## src/shared/pump_sink_pkg.sv

```systemverilog
package pump_sink_pkg;

  localparam int NUM_SINKS = 6;
  // sink index order used throughout
  localparam int SINK1 = 0;
  localparam int SINK2 = 1;
  localparam int RED = 2;
  localparam int GREEN = 3;
  localparam int BLUE = 4;
  localparam int SINK6 = 5;

  localparam logic [7:0] OFS_PUMP_ENABLE = 8'h00;
  localparam logic [7:0] OFS_HV_MODE = 8'h01;
  localparam logic [7:0] OFS_RGB_MODE = 8'h02;
  localparam logic [7:0] OFS_SINK1_LEVEL = 8'h09;
  localparam logic [7:0] OFS_SINK2_LEVEL = 8'h0A;
  localparam logic [7:0] OFS_RED_LEVEL = 8'h0B;
  localparam logic [7:0] OFS_GREEN_LEVEL = 8'h0C;
  localparam logic [7:0] OFS_BLUE_LEVEL = 8'h0D;
  localparam logic [7:0] OFS_PUMP_CONTROL = 8'h23;
  localparam logic [7:0] OFS_MONITOR_RGB = 8'h24;
  localparam logic [7:0] OFS_MONITOR_HV = 8'h25;
  localparam logic [7:0] OFS_UNDERVOLT_A = 8'h2A;
  localparam logic [7:0] OFS_UNDERVOLT_B = 8'h2B;
  localparam logic [7:0] OFS_SINK6_LEVEL = 8'h2F;
  localparam logic [7:0] OFS_IRQ_STATUS = 8'h30;
  localparam logic [7:0] OFS_IRQ_MASK = 8'h31;
  localparam logic [7:0] OFS_DIM_SOURCE = 8'h32;

  // writable bits of each control register
  localparam logic [7:0] MASK_PUMP_ENABLE = 8'h04;
  localparam logic [7:0] MASK_PUMP_CONTROL = 8'h7F;
  localparam logic [7:0] MASK_MONITOR_RGB = 8'h70;
  localparam logic [7:0] MASK_MONITOR_HV = 8'h83;
  localparam logic [1:0] MASK_IRQ = 2'h3;

  localparam logic [7:0] RST_PUMP_CONTROL = 8'h40;
  localparam logic [7:0] RST_MONITOR_RGB = 8'h70;
  localparam logic [7:0] RST_MONITOR_HV = 8'h00;
  localparam logic [7:0] RST_ZERO = 8'h00;

  // field positions
  localparam int POS_SW_ENABLE = 2;
  localparam int POS_CLK_HALF = 0;
  localparam int POS_RATIO = 1;
  localparam int POS_ALGO = 3;
  localparam int POS_LONG_FIRST = 5;
  localparam int POS_AUTO_EN = 6;
  localparam int POS_EXT_DIM = 0;
  localparam int IRQ_UPSWITCH = 0;
  localparam int IRQ_UNDERVOLT = 1;

  localparam int CLK_MHZ = 200;
  localparam int DEBOUNCE_SHORT_US = 240;
  localparam int DEBOUNCE_LONG_MS = 2;
  localparam int DEBOUNCE_SHORT_CYCLES = DEBOUNCE_SHORT_US * CLK_MHZ;
  localparam int DEBOUNCE_LONG_CYCLES = DEBOUNCE_LONG_MS * 1000 * CLK_MHZ;
  localparam int DEB_W = 19;

  typedef enum logic [1:0] {
    GATE_OFF = 2'b00,
    GATE_ON = 2'b01,
    GATE_PWM = 2'b10,
    GATE_PATTERN = 2'b11
  } gate_sel_t;

  typedef enum logic {
    RATIO_1TO1 = 1'b0,
    RATIO_1TO2 = 1'b1
  } pump_ratio_t;

  typedef struct packed {
    logic [7:0] addr;
    logic [7:0] wdata;
    logic wr;
    logic rd;
  } reg_req_t;

  typedef struct packed {
    logic pwmInternal;
    logic externalDimmingInput;
    logic patternOut;
  } gate_src_t;

  typedef struct packed {
    logic on;
    logic ratioDouble;
    logic clkHalf;
  } pump_ctl_t;

  typedef logic [NUM_SINKS-1:0][7:0] level_vec_t;

endpackage : pump_sink_pkg

```

## src/hdl/pump_mode_and_sink_control.sv

```systemverilog
`timescale 1ns/1ps
module pump_mode_and_sink_control #(
  parameter int SHORT_CYCLES = pump_sink_pkg::DEBOUNCE_SHORT_CYCLES,
  parameter int LONG_CYCLES = pump_sink_pkg::DEBOUNCE_LONG_CYCLES
) (
  input wire logic clk,
  input wire logic srst,
  input wire pump_sink_pkg::reg_req_t regReq,
  output logic [7:0] regRdata,
  input wire pump_sink_pkg::gate_src_t gateSrc,
  input wire logic [pump_sink_pkg::NUM_SINKS-1:0] sinkUndervolt,
  output logic [pump_sink_pkg::NUM_SINKS-1:0] sinkEnable,
  output pump_sink_pkg::level_vec_t sinkLevel,
  output pump_sink_pkg::pump_ctl_t pumpCtl,
  output logic irq
);

  typedef struct packed {
    // software visible registers
    logic [7:0] pumpEnable;
    logic [7:0] hvMode;
    logic [7:0] rgbMode;
    pump_sink_pkg::level_vec_t level;
    logic [7:0] pumpControl;
    logic [7:0] monitorRgb;
    logic [7:0] monitorHv;
    logic [1:0] irqStatus;
    logic [1:0] irqMask;
    logic [7:0] dimSource;

    // pump sequencing
    pump_sink_pkg::pump_ratio_t autoRatio;
    logic longPending;
    logic [pump_sink_pkg::DEB_W-1:0] debCount;
    logic [pump_sink_pkg::NUM_SINKS-1:0] uvPrev;

    // registered outputs
    logic [7:0] rdata;
    logic [pump_sink_pkg::NUM_SINKS-1:0] enable;
    pump_sink_pkg::pump_ctl_t pump;
    logic irq;
  } state_t;

  state_t s_q;
  state_t s_d;

  // limits stop one short: the switch itself takes an edge
  localparam logic [pump_sink_pkg::DEB_W-1:0] SHORT_LIM =
    pump_sink_pkg::DEB_W'(SHORT_CYCLES - 1);
  localparam logic [pump_sink_pkg::DEB_W-1:0] LONG_LIM =
    pump_sink_pkg::DEB_W'(LONG_CYCLES - 1);

  // one decode table shared by gating and the pump request
  function automatic logic [1:0] gateField(
    input logic [7:0] hv,
    input logic [7:0] rgb,
    input int idx
  );
    logic [1:0] f;
    f = 2'h0;
    unique case (idx)
      pump_sink_pkg::SINK1: begin
        f = hv[1:0];
      end
      pump_sink_pkg::SINK2: begin
        f = hv[3:2];
      end
      pump_sink_pkg::RED: begin
        f = rgb[1:0];
      end
      pump_sink_pkg::GREEN: begin
        f = rgb[3:2];
      end
      pump_sink_pkg::BLUE: begin
        f = rgb[5:4];
      end
      default: begin
        f = rgb[7:6];
      end
    endcase
    return f;
  endfunction : gateField

  function automatic logic [pump_sink_pkg::NUM_SINKS-1:0] monitorVec(
    input logic [7:0] rgbSel,
    input logic [7:0] hvSel
  );
    logic [pump_sink_pkg::NUM_SINKS-1:0] m;
    m = '0;
    m[pump_sink_pkg::SINK1] = hvSel[0];
    m[pump_sink_pkg::SINK2] = hvSel[1];
    m[pump_sink_pkg::RED] = rgbSel[4];
    m[pump_sink_pkg::GREEN] = rgbSel[5];
    m[pump_sink_pkg::BLUE] = rgbSel[6];
    m[pump_sink_pkg::SINK6] = hvSel[7];
    return m;
  endfunction : monitorVec

  // inclusive bounds
  function automatic logic inRange(
    input logic [7:0] a,
    input logic [7:0] lo,
    input logic [7:0] hi
  );
    return (a >= lo) && (a <= hi);
  endfunction : inRange

  // combinational helpers, all assigned on every pass
  logic [pump_sink_pkg::NUM_SINKS-1:0] monitored;
  logic [pump_sink_pkg::NUM_SINKS-1:0] selActive;
  logic autoAlgo;
  logic autoEn;
  logic runNext;
  logic uvMonitored;
  logic upSwitch;
  logic [7:0] ratioReadback;
  logic [pump_sink_pkg::DEB_W-1:0] debLimit;

  always_comb begin
    // every field holds unless a branch below moves it
    s_d = s_q;
    monitored = monitorVec(s_q.monitorRgb, s_q.monitorHv);
    for (int i = 0; i < pump_sink_pkg::NUM_SINKS; i++) begin
      selActive[i] = gateField(s_q.hvMode, s_q.rgbMode, i) !=
        pump_sink_pkg::GATE_OFF;
    end
    autoAlgo = !s_q.pumpControl[pump_sink_pkg::POS_ALGO + 1];
    autoEn = s_q.pumpControl[pump_sink_pkg::POS_AUTO_EN];
    runNext = s_q.pumpEnable[pump_sink_pkg::POS_SW_ENABLE] ||
      (autoEn && |(monitored & selActive));
    // only monitored sinks may push the ratio up
    uvMonitored = |(sinkUndervolt & monitored);
    if (s_q.longPending) begin
      debLimit = LONG_LIM;
    end else begin
      debLimit = SHORT_LIM;
    end
    // one-cycle pulse, feeds the sticky status bit
    upSwitch = 1'b0;

    // register writes
    if (regReq.wr) begin
      unique case (regReq.addr)
        pump_sink_pkg::OFS_PUMP_ENABLE: begin
          s_d.pumpEnable = regReq.wdata & pump_sink_pkg::MASK_PUMP_ENABLE;
        end
        pump_sink_pkg::OFS_HV_MODE: begin
          s_d.hvMode = regReq.wdata;
        end
        pump_sink_pkg::OFS_RGB_MODE: begin
          s_d.rgbMode = regReq.wdata;
        end
        // level codes go straight to the sinks, no range limit
        pump_sink_pkg::OFS_SINK1_LEVEL: begin
          s_d.level[pump_sink_pkg::SINK1] = regReq.wdata;
        end
        pump_sink_pkg::OFS_SINK2_LEVEL: begin
          s_d.level[pump_sink_pkg::SINK2] = regReq.wdata;
        end
        pump_sink_pkg::OFS_RED_LEVEL: begin
          s_d.level[pump_sink_pkg::RED] = regReq.wdata;
        end
        pump_sink_pkg::OFS_GREEN_LEVEL: begin
          s_d.level[pump_sink_pkg::GREEN] = regReq.wdata;
        end
        pump_sink_pkg::OFS_BLUE_LEVEL: begin
          s_d.level[pump_sink_pkg::BLUE] = regReq.wdata;
        end
        pump_sink_pkg::OFS_SINK6_LEVEL: begin
          s_d.level[pump_sink_pkg::SINK6] = regReq.wdata;
        end
        // unused bits are dropped so they read back as zero
        pump_sink_pkg::OFS_PUMP_CONTROL: begin
          s_d.pumpControl = regReq.wdata & pump_sink_pkg::MASK_PUMP_CONTROL;
        end
        pump_sink_pkg::OFS_MONITOR_RGB: begin
          s_d.monitorRgb = regReq.wdata & pump_sink_pkg::MASK_MONITOR_RGB;
        end
        pump_sink_pkg::OFS_MONITOR_HV: begin
          s_d.monitorHv = regReq.wdata & pump_sink_pkg::MASK_MONITOR_HV;
        end
        pump_sink_pkg::OFS_IRQ_MASK: begin
          s_d.irqMask = regReq.wdata[1:0] & pump_sink_pkg::MASK_IRQ;
        end
        pump_sink_pkg::OFS_DIM_SOURCE: begin
          s_d.dimSource = {7'h0, regReq.wdata[pump_sink_pkg::POS_EXT_DIM]};
        end
        default: begin
          s_d.dimSource = s_q.dimSource;
        end
      endcase
    end

    // automatic ratio tracking and debounce
    // ratio never steps down while running in auto mode; pump-off or manual mode resets it
    if (!runNext || !autoAlgo) begin
      s_d.autoRatio = pump_sink_pkg::RATIO_1TO1;
      s_d.debCount = '0;
      s_d.longPending = 1'b0;
    end else begin
      // pump just came on: arm the long first interval if asked
      if (!s_q.pump.on) begin
        s_d.longPending = s_q.pumpControl[pump_sink_pkg::POS_LONG_FIRST];
        s_d.debCount = '0;
      end else if (s_q.autoRatio == pump_sink_pkg::RATIO_1TO1 &&
                   uvMonitored) begin
        if (s_q.debCount >= debLimit) begin
          s_d.autoRatio = pump_sink_pkg::RATIO_1TO2;
          s_d.debCount = '0;
          s_d.longPending = 1'b0;
          upSwitch = 1'b1;
        end else begin
          s_d.debCount = s_q.debCount + 1'b1;
        end
      end else begin
        // a dip that recovers before expiry restarts the whole interval
        s_d.debCount = '0;
      end
    end

    // pump outputs
    s_d.pump.on = runNext;
    // clock divider select passes straight through
    s_d.pump.clkHalf = s_q.pumpControl[pump_sink_pkg::POS_CLK_HALF];
    if (!runNext) begin
      s_d.pump.ratioDouble = 1'b0;
    end else if (autoAlgo) begin
      s_d.pump.ratioDouble = s_d.autoRatio == pump_sink_pkg::RATIO_1TO2;
    end else begin
      s_d.pump.ratioDouble = s_q.pumpControl[pump_sink_pkg::POS_RATIO + 1];
    end

    // sink gating
    // a sink gated off keeps its level code untouched
    for (int i = 0; i < pump_sink_pkg::NUM_SINKS; i++) begin
      unique case (gateField(s_q.hvMode, s_q.rgbMode, i))
        pump_sink_pkg::GATE_OFF: begin
          s_d.enable[i] = 1'b0;
        end
        pump_sink_pkg::GATE_ON: begin
          s_d.enable[i] = 1'b1;
        end
        pump_sink_pkg::GATE_PWM: begin
          // dimming source bit picks the external or internal pwm
          s_d.enable[i] = s_q.dimSource[pump_sink_pkg::POS_EXT_DIM] ?
            gateSrc.externalDimmingInput : gateSrc.pwmInternal;
        end
        pump_sink_pkg::GATE_PATTERN: begin
          s_d.enable[i] = gateSrc.patternOut;
        end
      endcase
    end

    // interrupt status: set wins over write-one-to-clear
    // status is sticky: cleared only by writing ones or by srst
    s_d.uvPrev = sinkUndervolt & monitored;
    if (regReq.wr && regReq.addr == pump_sink_pkg::OFS_IRQ_STATUS) begin
      s_d.irqStatus = s_q.irqStatus & ~regReq.wdata[1:0];
    end
    s_d.irqStatus[pump_sink_pkg::IRQ_UPSWITCH] =
      s_d.irqStatus[pump_sink_pkg::IRQ_UPSWITCH] | upSwitch;
    s_d.irqStatus[pump_sink_pkg::IRQ_UNDERVOLT] =
      s_d.irqStatus[pump_sink_pkg::IRQ_UNDERVOLT] |
      (|(sinkUndervolt & monitored & ~s_q.uvPrev));
    s_d.irq = |(s_d.irqStatus & s_d.irqMask);

    // read data, valid in the cycle after the strobe
    // manual mode reads back exactly what was written
    ratioReadback = s_q.pumpControl;
    if (autoAlgo) begin
      ratioReadback[pump_sink_pkg::POS_RATIO +: 2] =
        s_q.pump.ratioDouble ? 2'b10 : 2'b00;
    end
    // unmapped and write-only addresses read as zero
    s_d.rdata = 8'h00;
    if (regReq.rd) begin
      unique case (regReq.addr)
        pump_sink_pkg::OFS_PUMP_ENABLE: begin
          s_d.rdata = s_q.pumpEnable;
        end
        pump_sink_pkg::OFS_HV_MODE: begin
          s_d.rdata = s_q.hvMode;
        end
        pump_sink_pkg::OFS_RGB_MODE: begin
          s_d.rdata = s_q.rgbMode;
        end
        pump_sink_pkg::OFS_SINK6_LEVEL: begin
          s_d.rdata = s_q.level[pump_sink_pkg::SINK6];
        end
        pump_sink_pkg::OFS_PUMP_CONTROL: begin
          s_d.rdata = ratioReadback;
        end
        pump_sink_pkg::OFS_MONITOR_RGB: begin
          s_d.rdata = s_q.monitorRgb;
        end
        pump_sink_pkg::OFS_MONITOR_HV: begin
          s_d.rdata = s_q.monitorHv;
        end
        pump_sink_pkg::OFS_UNDERVOLT_A: begin
          s_d.rdata = {sinkUndervolt[pump_sink_pkg::SINK6],
                       sinkUndervolt[pump_sink_pkg::BLUE],
                       sinkUndervolt[pump_sink_pkg::GREEN],
                       sinkUndervolt[pump_sink_pkg::RED], 4'h0};
        end
        pump_sink_pkg::OFS_UNDERVOLT_B: begin
          s_d.rdata = {6'h00, sinkUndervolt[pump_sink_pkg::SINK2],
                       sinkUndervolt[pump_sink_pkg::SINK1]};
        end
        pump_sink_pkg::OFS_IRQ_STATUS: begin
          s_d.rdata = {6'h00, s_q.irqStatus};
        end
        pump_sink_pkg::OFS_IRQ_MASK: begin
          s_d.rdata = {6'h00, s_q.irqMask};
        end
        pump_sink_pkg::OFS_DIM_SOURCE: begin
          s_d.rdata = s_q.dimSource;
        end
        default: begin
          if (inRange(regReq.addr, pump_sink_pkg::OFS_SINK1_LEVEL,
                      pump_sink_pkg::OFS_BLUE_LEVEL)) begin
            s_d.rdata = s_q.level[3'(regReq.addr -
                                     pump_sink_pkg::OFS_SINK1_LEVEL)];
          end
        end
      endcase
    end

    // reset last so it overrides any write taken in the same cycle
    if (srst) begin
      s_d = '0;
      s_d.pumpEnable = pump_sink_pkg::RST_ZERO;
      s_d.dimSource = pump_sink_pkg::RST_ZERO;
      s_d.pumpControl = pump_sink_pkg::RST_PUMP_CONTROL;
      s_d.monitorRgb = pump_sink_pkg::RST_MONITOR_RGB;
      s_d.monitorHv = pump_sink_pkg::RST_MONITOR_HV;
      s_d.hvMode = pump_sink_pkg::RST_ZERO;
      s_d.rgbMode = pump_sink_pkg::RST_ZERO;
    end
  end

  // single register stage holds the whole state
  always_ff @(posedge clk) begin
    s_q <= s_d;
  end

  // every output is a register bit, nothing combinational leaves
  assign regRdata = s_q.rdata;
  assign sinkEnable = s_q.enable;
  assign sinkLevel = s_q.level;
  assign pumpCtl = s_q.pump;
  assign irq = s_q.irq;

endmodule : pump_mode_and_sink_control

```

## config.mk

```make
export PLATFORM = sky130hd
export DESIGN_NAME = pump_mode_and_sink_control
export DESIGN_NICKNAME = d
export VERILOG_FILES = /design/src/shared/pump_sink_pkg.sv /design/src/hdl/pump_mode_and_sink_control.sv
export SDC_FILE = /design/constraint.sdc
export NUM_CORES = 1
export LEC_CHECK = 0
export ABC_CLOCK_PERIOD_IN_PS = 6750
export BUFFER_PORTS_ARGS = -buffer_cell sky130_fd_sc_hd__buf_4
export CAP_MARGIN = 20
export CORE_ASPECT_RATIO = 0.75
export CORE_MARGIN = 10
export CORE_UTILIZATION = 50
export CTS_BUF_LIST = sky130_fd_sc_hd__clkbuf_8
export DETAILED_ROUTE_END_ITERATION = 8
export PLACE_DENSITY_LB_ADDON = 0.2
export RECOVER_POWER = 100
export REMOVE_ABC_BUFFERS = 1
export SLEW_MARGIN = 10
export SYNTH_ARGS = -nofsm -noshare
export SYNTH_HDL_FRONTEND = slang
export SYNTH_SLANG_ARGS = --single-unit
```

## constraint.sdc

```tcl
create_clock -name clk -period 6.75 [get_ports clk]
set_input_delay 1.35 -clock clk [delete_from_list [all_inputs] [get_ports clk]]
set_output_delay 1.35 -clock clk [all_outputs]
set_load 0.005 [all_outputs]
```

Yosys cells after proc, flatten, opt, wreduce, memory -nomap -nowiden
Index checks and enable logic that the tools add are counted.

word-level totals
  register bits after elaboration = 128
  output and inout port bits = 66

cells by class
  add/subtract/negate cells = 2
  $lt $le $gt $ge = 4
  equal/unequal tests = 36
  muxes and demuxes = 30
  bitwise operators = 14
  reductions and logical operators = 42

operator list
  operator                                             number
  one-hot mux 8 bit (12 select lines)                  1
  equality test 8 x 6 -> 1 bit, second input constant  9
  two-way mux 19 bit                                   3
  equality test 8 x 4 -> 1 bit, second input constant  5
  AND reduction 2 bit                                  14
  binary-select mux 8 bit (select 3 bit)               1
  equality test 2 bit, second input constant           12
  one-hot mux 1 bit (4 select lines)                   6
  two-way mux 21 bit                                   1
  two-way mux 20 bit                                   1
  adder 19 x 1 -> 19 bit, second input constant        1
  >= comparator 19 bit                                 1
  AND 6 bit                                            3
  OR reduction 6 bit                                   3
  two-way mux 8 bit                                    2
  equality test 2 x 1 -> 1 bit, second input constant  6
  logical NOT 2 bit                                    6
  two-way mux 2 bit                                    6
  nonzero test 2 bit                                   6
  two-way mux 10 bit                                   1
  equality test 8 x 1 -> 1 bit, second input constant  1
  equality test 8 x 2 -> 1 bit, second input constant  1
  >= comparator 8 x 4 -> 1 bit, second input constant  1
  <= comparator 8 x 4 -> 1 bit, second input constant  1
  15 further kinds                                     36

Depth between registers and ports, before layout
  depth in word-level cells = 11
  gate-level depth with buffers = 11
  mapped depth without buffers = 8

Worst setup path after synthesis
OpenSTA, ideal clock, no wires.

  kind = input to register
  from = input regReq[10] (netlist bit)
  to = register s_q (netlist bit regRdata[0])
  setup time = 0.128 ns
  arrival = 3.426 ns
  slack = 3.196 ns
  stages = 11
  path buffers = 3
  cell sequence = buf_2 buf_2 inv_1 ha_1 xnor2_1 clkbuf_1 nor2_1 a22oi_1 nor2_1 a211oi_1 a21oi_1

between the ends
  longest elaborated chain between the ends = 5

RTL lines
  item                                     line                               RTL
  from (decl)                              pump_mode_and_sink_control.sv:8    input wire pump_sink_pkg::reg_req_t regReq,
  subtractor 3 x 1 -> 3 bit                pump_mode_and_sink_control.sv:321  s_d.rdata = s_q.level[3'(regReq.addr -
  binary-select mux 8 bit (select 3 bit)   pump_mode_and_sink_control.sv:321
  two-way mux 8 bit (not written as such)  pump_mode_and_sink_control.sv:321
  two-way mux 8 bit                        pump_mode_and_sink_control.sv:319  if (inRange(regReq.addr, pump_sink_pkg::OFS_SINK1_LEVEL,
  one-hot mux 8 bit (12 select lines) *    pump_mode_and_sink_control.sv:277  unique case (regReq.addr)
  to (signal assigned)                     pump_mode_and_sink_control.sv:343  s_q <= s_d;
  to (decl)                                pump_mode_and_sink_control.sv:44   state_t s_q;

Mark *: on every way between the ends. The rest lies on a longest branch, timed or not. The select of a mux whose other input is x is not followed.
A chain may end at the register's enable or synchronous reset.

Final worst setup path
Ends and elaborated chain as after synthesis.

==> impl_metrics.toml <==
[hold_path]
hp-class = "register to register"

[route]
drt-total-wl_um = 17900
drtAntennaViolNets = 0
avgViaCountPerCell = 5.74
dr.first_iter.drc_count = 560
dr.pass1.iters = 6
drc = 0
via_count = 5331
wl_per_cell_um = 19.3

[outcome]
outcome = "finished, final reports clean"

[logic_synthesis]
synthTopCellsByArea = "dfxtp_1, buf_4, mux2i_1"
synth_edf_count = 0
ys.flop_type = "dfxtp_1"
synth_warnings = 0
synth_cell_types = 54
async_reset_ff_frac = 0
synth_cells = 742
synth_top_area_frac = 0.401
synth_top_area_cell = "dfxtp_1"
seq_area_frac_synth = 0.401
post_synth_instance_area_um2 = 6390
synth-seq-cells = 128
synth_area_per_cell_um2 = 8.61

[power]
p_clk_frac = 0.444
combinationalPowerShare = 0.052
switching_share = 0.249
ir_drop_mv = 0.141
p_leak_nw = 2.70
seq_power_share = 0.504
powerDensity_nw_per_um2 = 216
p_switching_uw = 375
total_power_mw = 1.50
intPower_mw = 1.13

[worst_setup_path]
cp.arrival_ps = 4700
start_kind = "input port"
crit_type = "input port to register"
required_ps = 7050
critPathMaxFanout = 19
endpoint_kind = "register"

[sta]
finalSetupViolCount = 0
max_freq_mhz = 228
tightest_slew_ps = 1470
skew_ps = 11.2
max_slew_margin = 0.0219
fin_tns_setup_ps = 0
slew_viol_final = 0
fin_crit_sh = 0.651
min_period_ps = 4390
rsz0062_at_grt = "false"
hold_viol = 0

[clocking]
cts-root-buf = "clkbuf_8"
hold_buffers = 0
path_clk_slew_ps = 80
post_cts_buffers = 0
cts_tree = "yes"
clkLatencyLatePin_ps = 450
cts-htree-levels = 4
cts-resized-gates = 0
numCtsBuffers = 17
clockBufferDepth = 2
clock_sinks = 128

[placed_design]
dp.cells = 894
portBuffers = 94
dp_hpwl_um = 12800
gp_congestion = 0.973

[cells_and_area]
drive_above_1_share = 0.177
diodes = 0
instances_no_fill = 928
layout_common_cells = "dfxtp_1, nand2_1, nor2_1"
final_common_cell = "dfxtp_1"
fin_util = 0.560
fill_cells = 1159
syn_to_final_growth_pct = 8.65
final_nets = 789

[floorplanning]
die-area_um2 = 17800
dieWidth_um = 151
io_pins = 95
core-area_um2 = 12400
die_h_um = 118
start_util = 0.516
fp-row-count = 35

[global_routing]
grt_pass1_wl_um = 28000
grt_usage = 0.198
first_global_vias = 5104
antenna_found_initial = 0
grt_max_degree = 100
grt_overflow = 0

[run]
cap_violations = 0
==> sequential cells by signal, summed over array words and instances (netlist names) <==
signal         flops
pumpCtl            3
sinkLevel         48
ratioReadback      4
sinkEnable         6
autoEn             1
regRdata           8
irq                1
monitored          6
s_q               51
==> per-stage QoR <==
stage          setup WS [ps]  cell area, µm²  hold WS [ps]
2_1_floorplan           3340            5700           428
3_3_place_gp            2510            6630           437
3_5_place_dp            2740            6640           448
4_1_cts                 3220            7040           460
5_1_grt                 2170            6940           482
6_report                2360            6940           466
==> metal layers <==
metal  vias to the layer above  track usage  share of wire
met5                         -            0              0
met3                        26       0.0665          0.086
li1                       2531            -              -
met4                         0       0.0576          0.017
met2                       226        0.285           0.43
met1                      2548        0.272           0.46
==> worst paths after layout <==
kind                                 start  cells after the start     endpoint  slack [ps]
worst max register to register     s_q[43]                      7      s_q[31]        3530
worst max-delay path            regReq[10]                      8  regRdata[0]        2360
worst min register to register     s_q[24]                      1      s_q[24]         470
worst min-delay path               s_q[24]                      1      s_q[24]         470
==> final cells by class <==
| cell class | instances | area [µm²] | share of cell area |
|---|---|---|---|
| clock buffer | 19 | 262 | 0.0377 |
| tap | 166 | 208 | 0.0299 |
| timing repair buffer | 100 | 651 | 0.0937 |
| multi-input combinational | 495 | 3100 | 0.446 |
| clock inverter | 13 | 139 | 0.0200 |
| sequential | 128 | 2560 | 0.369 |
| inverter | 7 | 26.3 | 0.00378 |
==> synthesized netlist by cell type (9+ instances only) <==
cell        n
a22oi_1    17
buf_4      65
and3_1      9
nor2_1     80
dfxtp_1   128
nand3_1    51
nand2_1    85
xnor2_1    10
nand4_1     9
mux2i_1    44
a21oi_1    61
clkbuf_1   33
nor3_1     11
ha_1       11
==> worst max-delay path, cell delays in order <==
cell and delay (ps):
clkbuf_1 1040, inv_1 260, ha_1 880, mux4_2 460, a22oi_1 210, nor2_1 80
a211oi_1 250, a21oi_1 150
==> cell families after synthesis <==
kind of cell,synth area share
simple gates,0.220
compound gates,0.118
flops,0.401
xor+xnor,0.0247
fa+ha+maj,0.0215
mux,0.102
buf+inv,0.113
==> power by group through the flow <==
stage	Sequential [mW]	Clock (mW)	Combinational [mW]
3_3_place_gp	0.775	0	0.0761
5_1_grt	0.758	0.705	0.0835
3_5_place_dp	0.776	0	0.0778
6_report	0.758	0.667	0.0784
2_1_floorplan	0.775	0	0.0250
4_1_cts	0.758	0.676	0.0779
No activity file was read; power rests on OpenSTA's default activity.
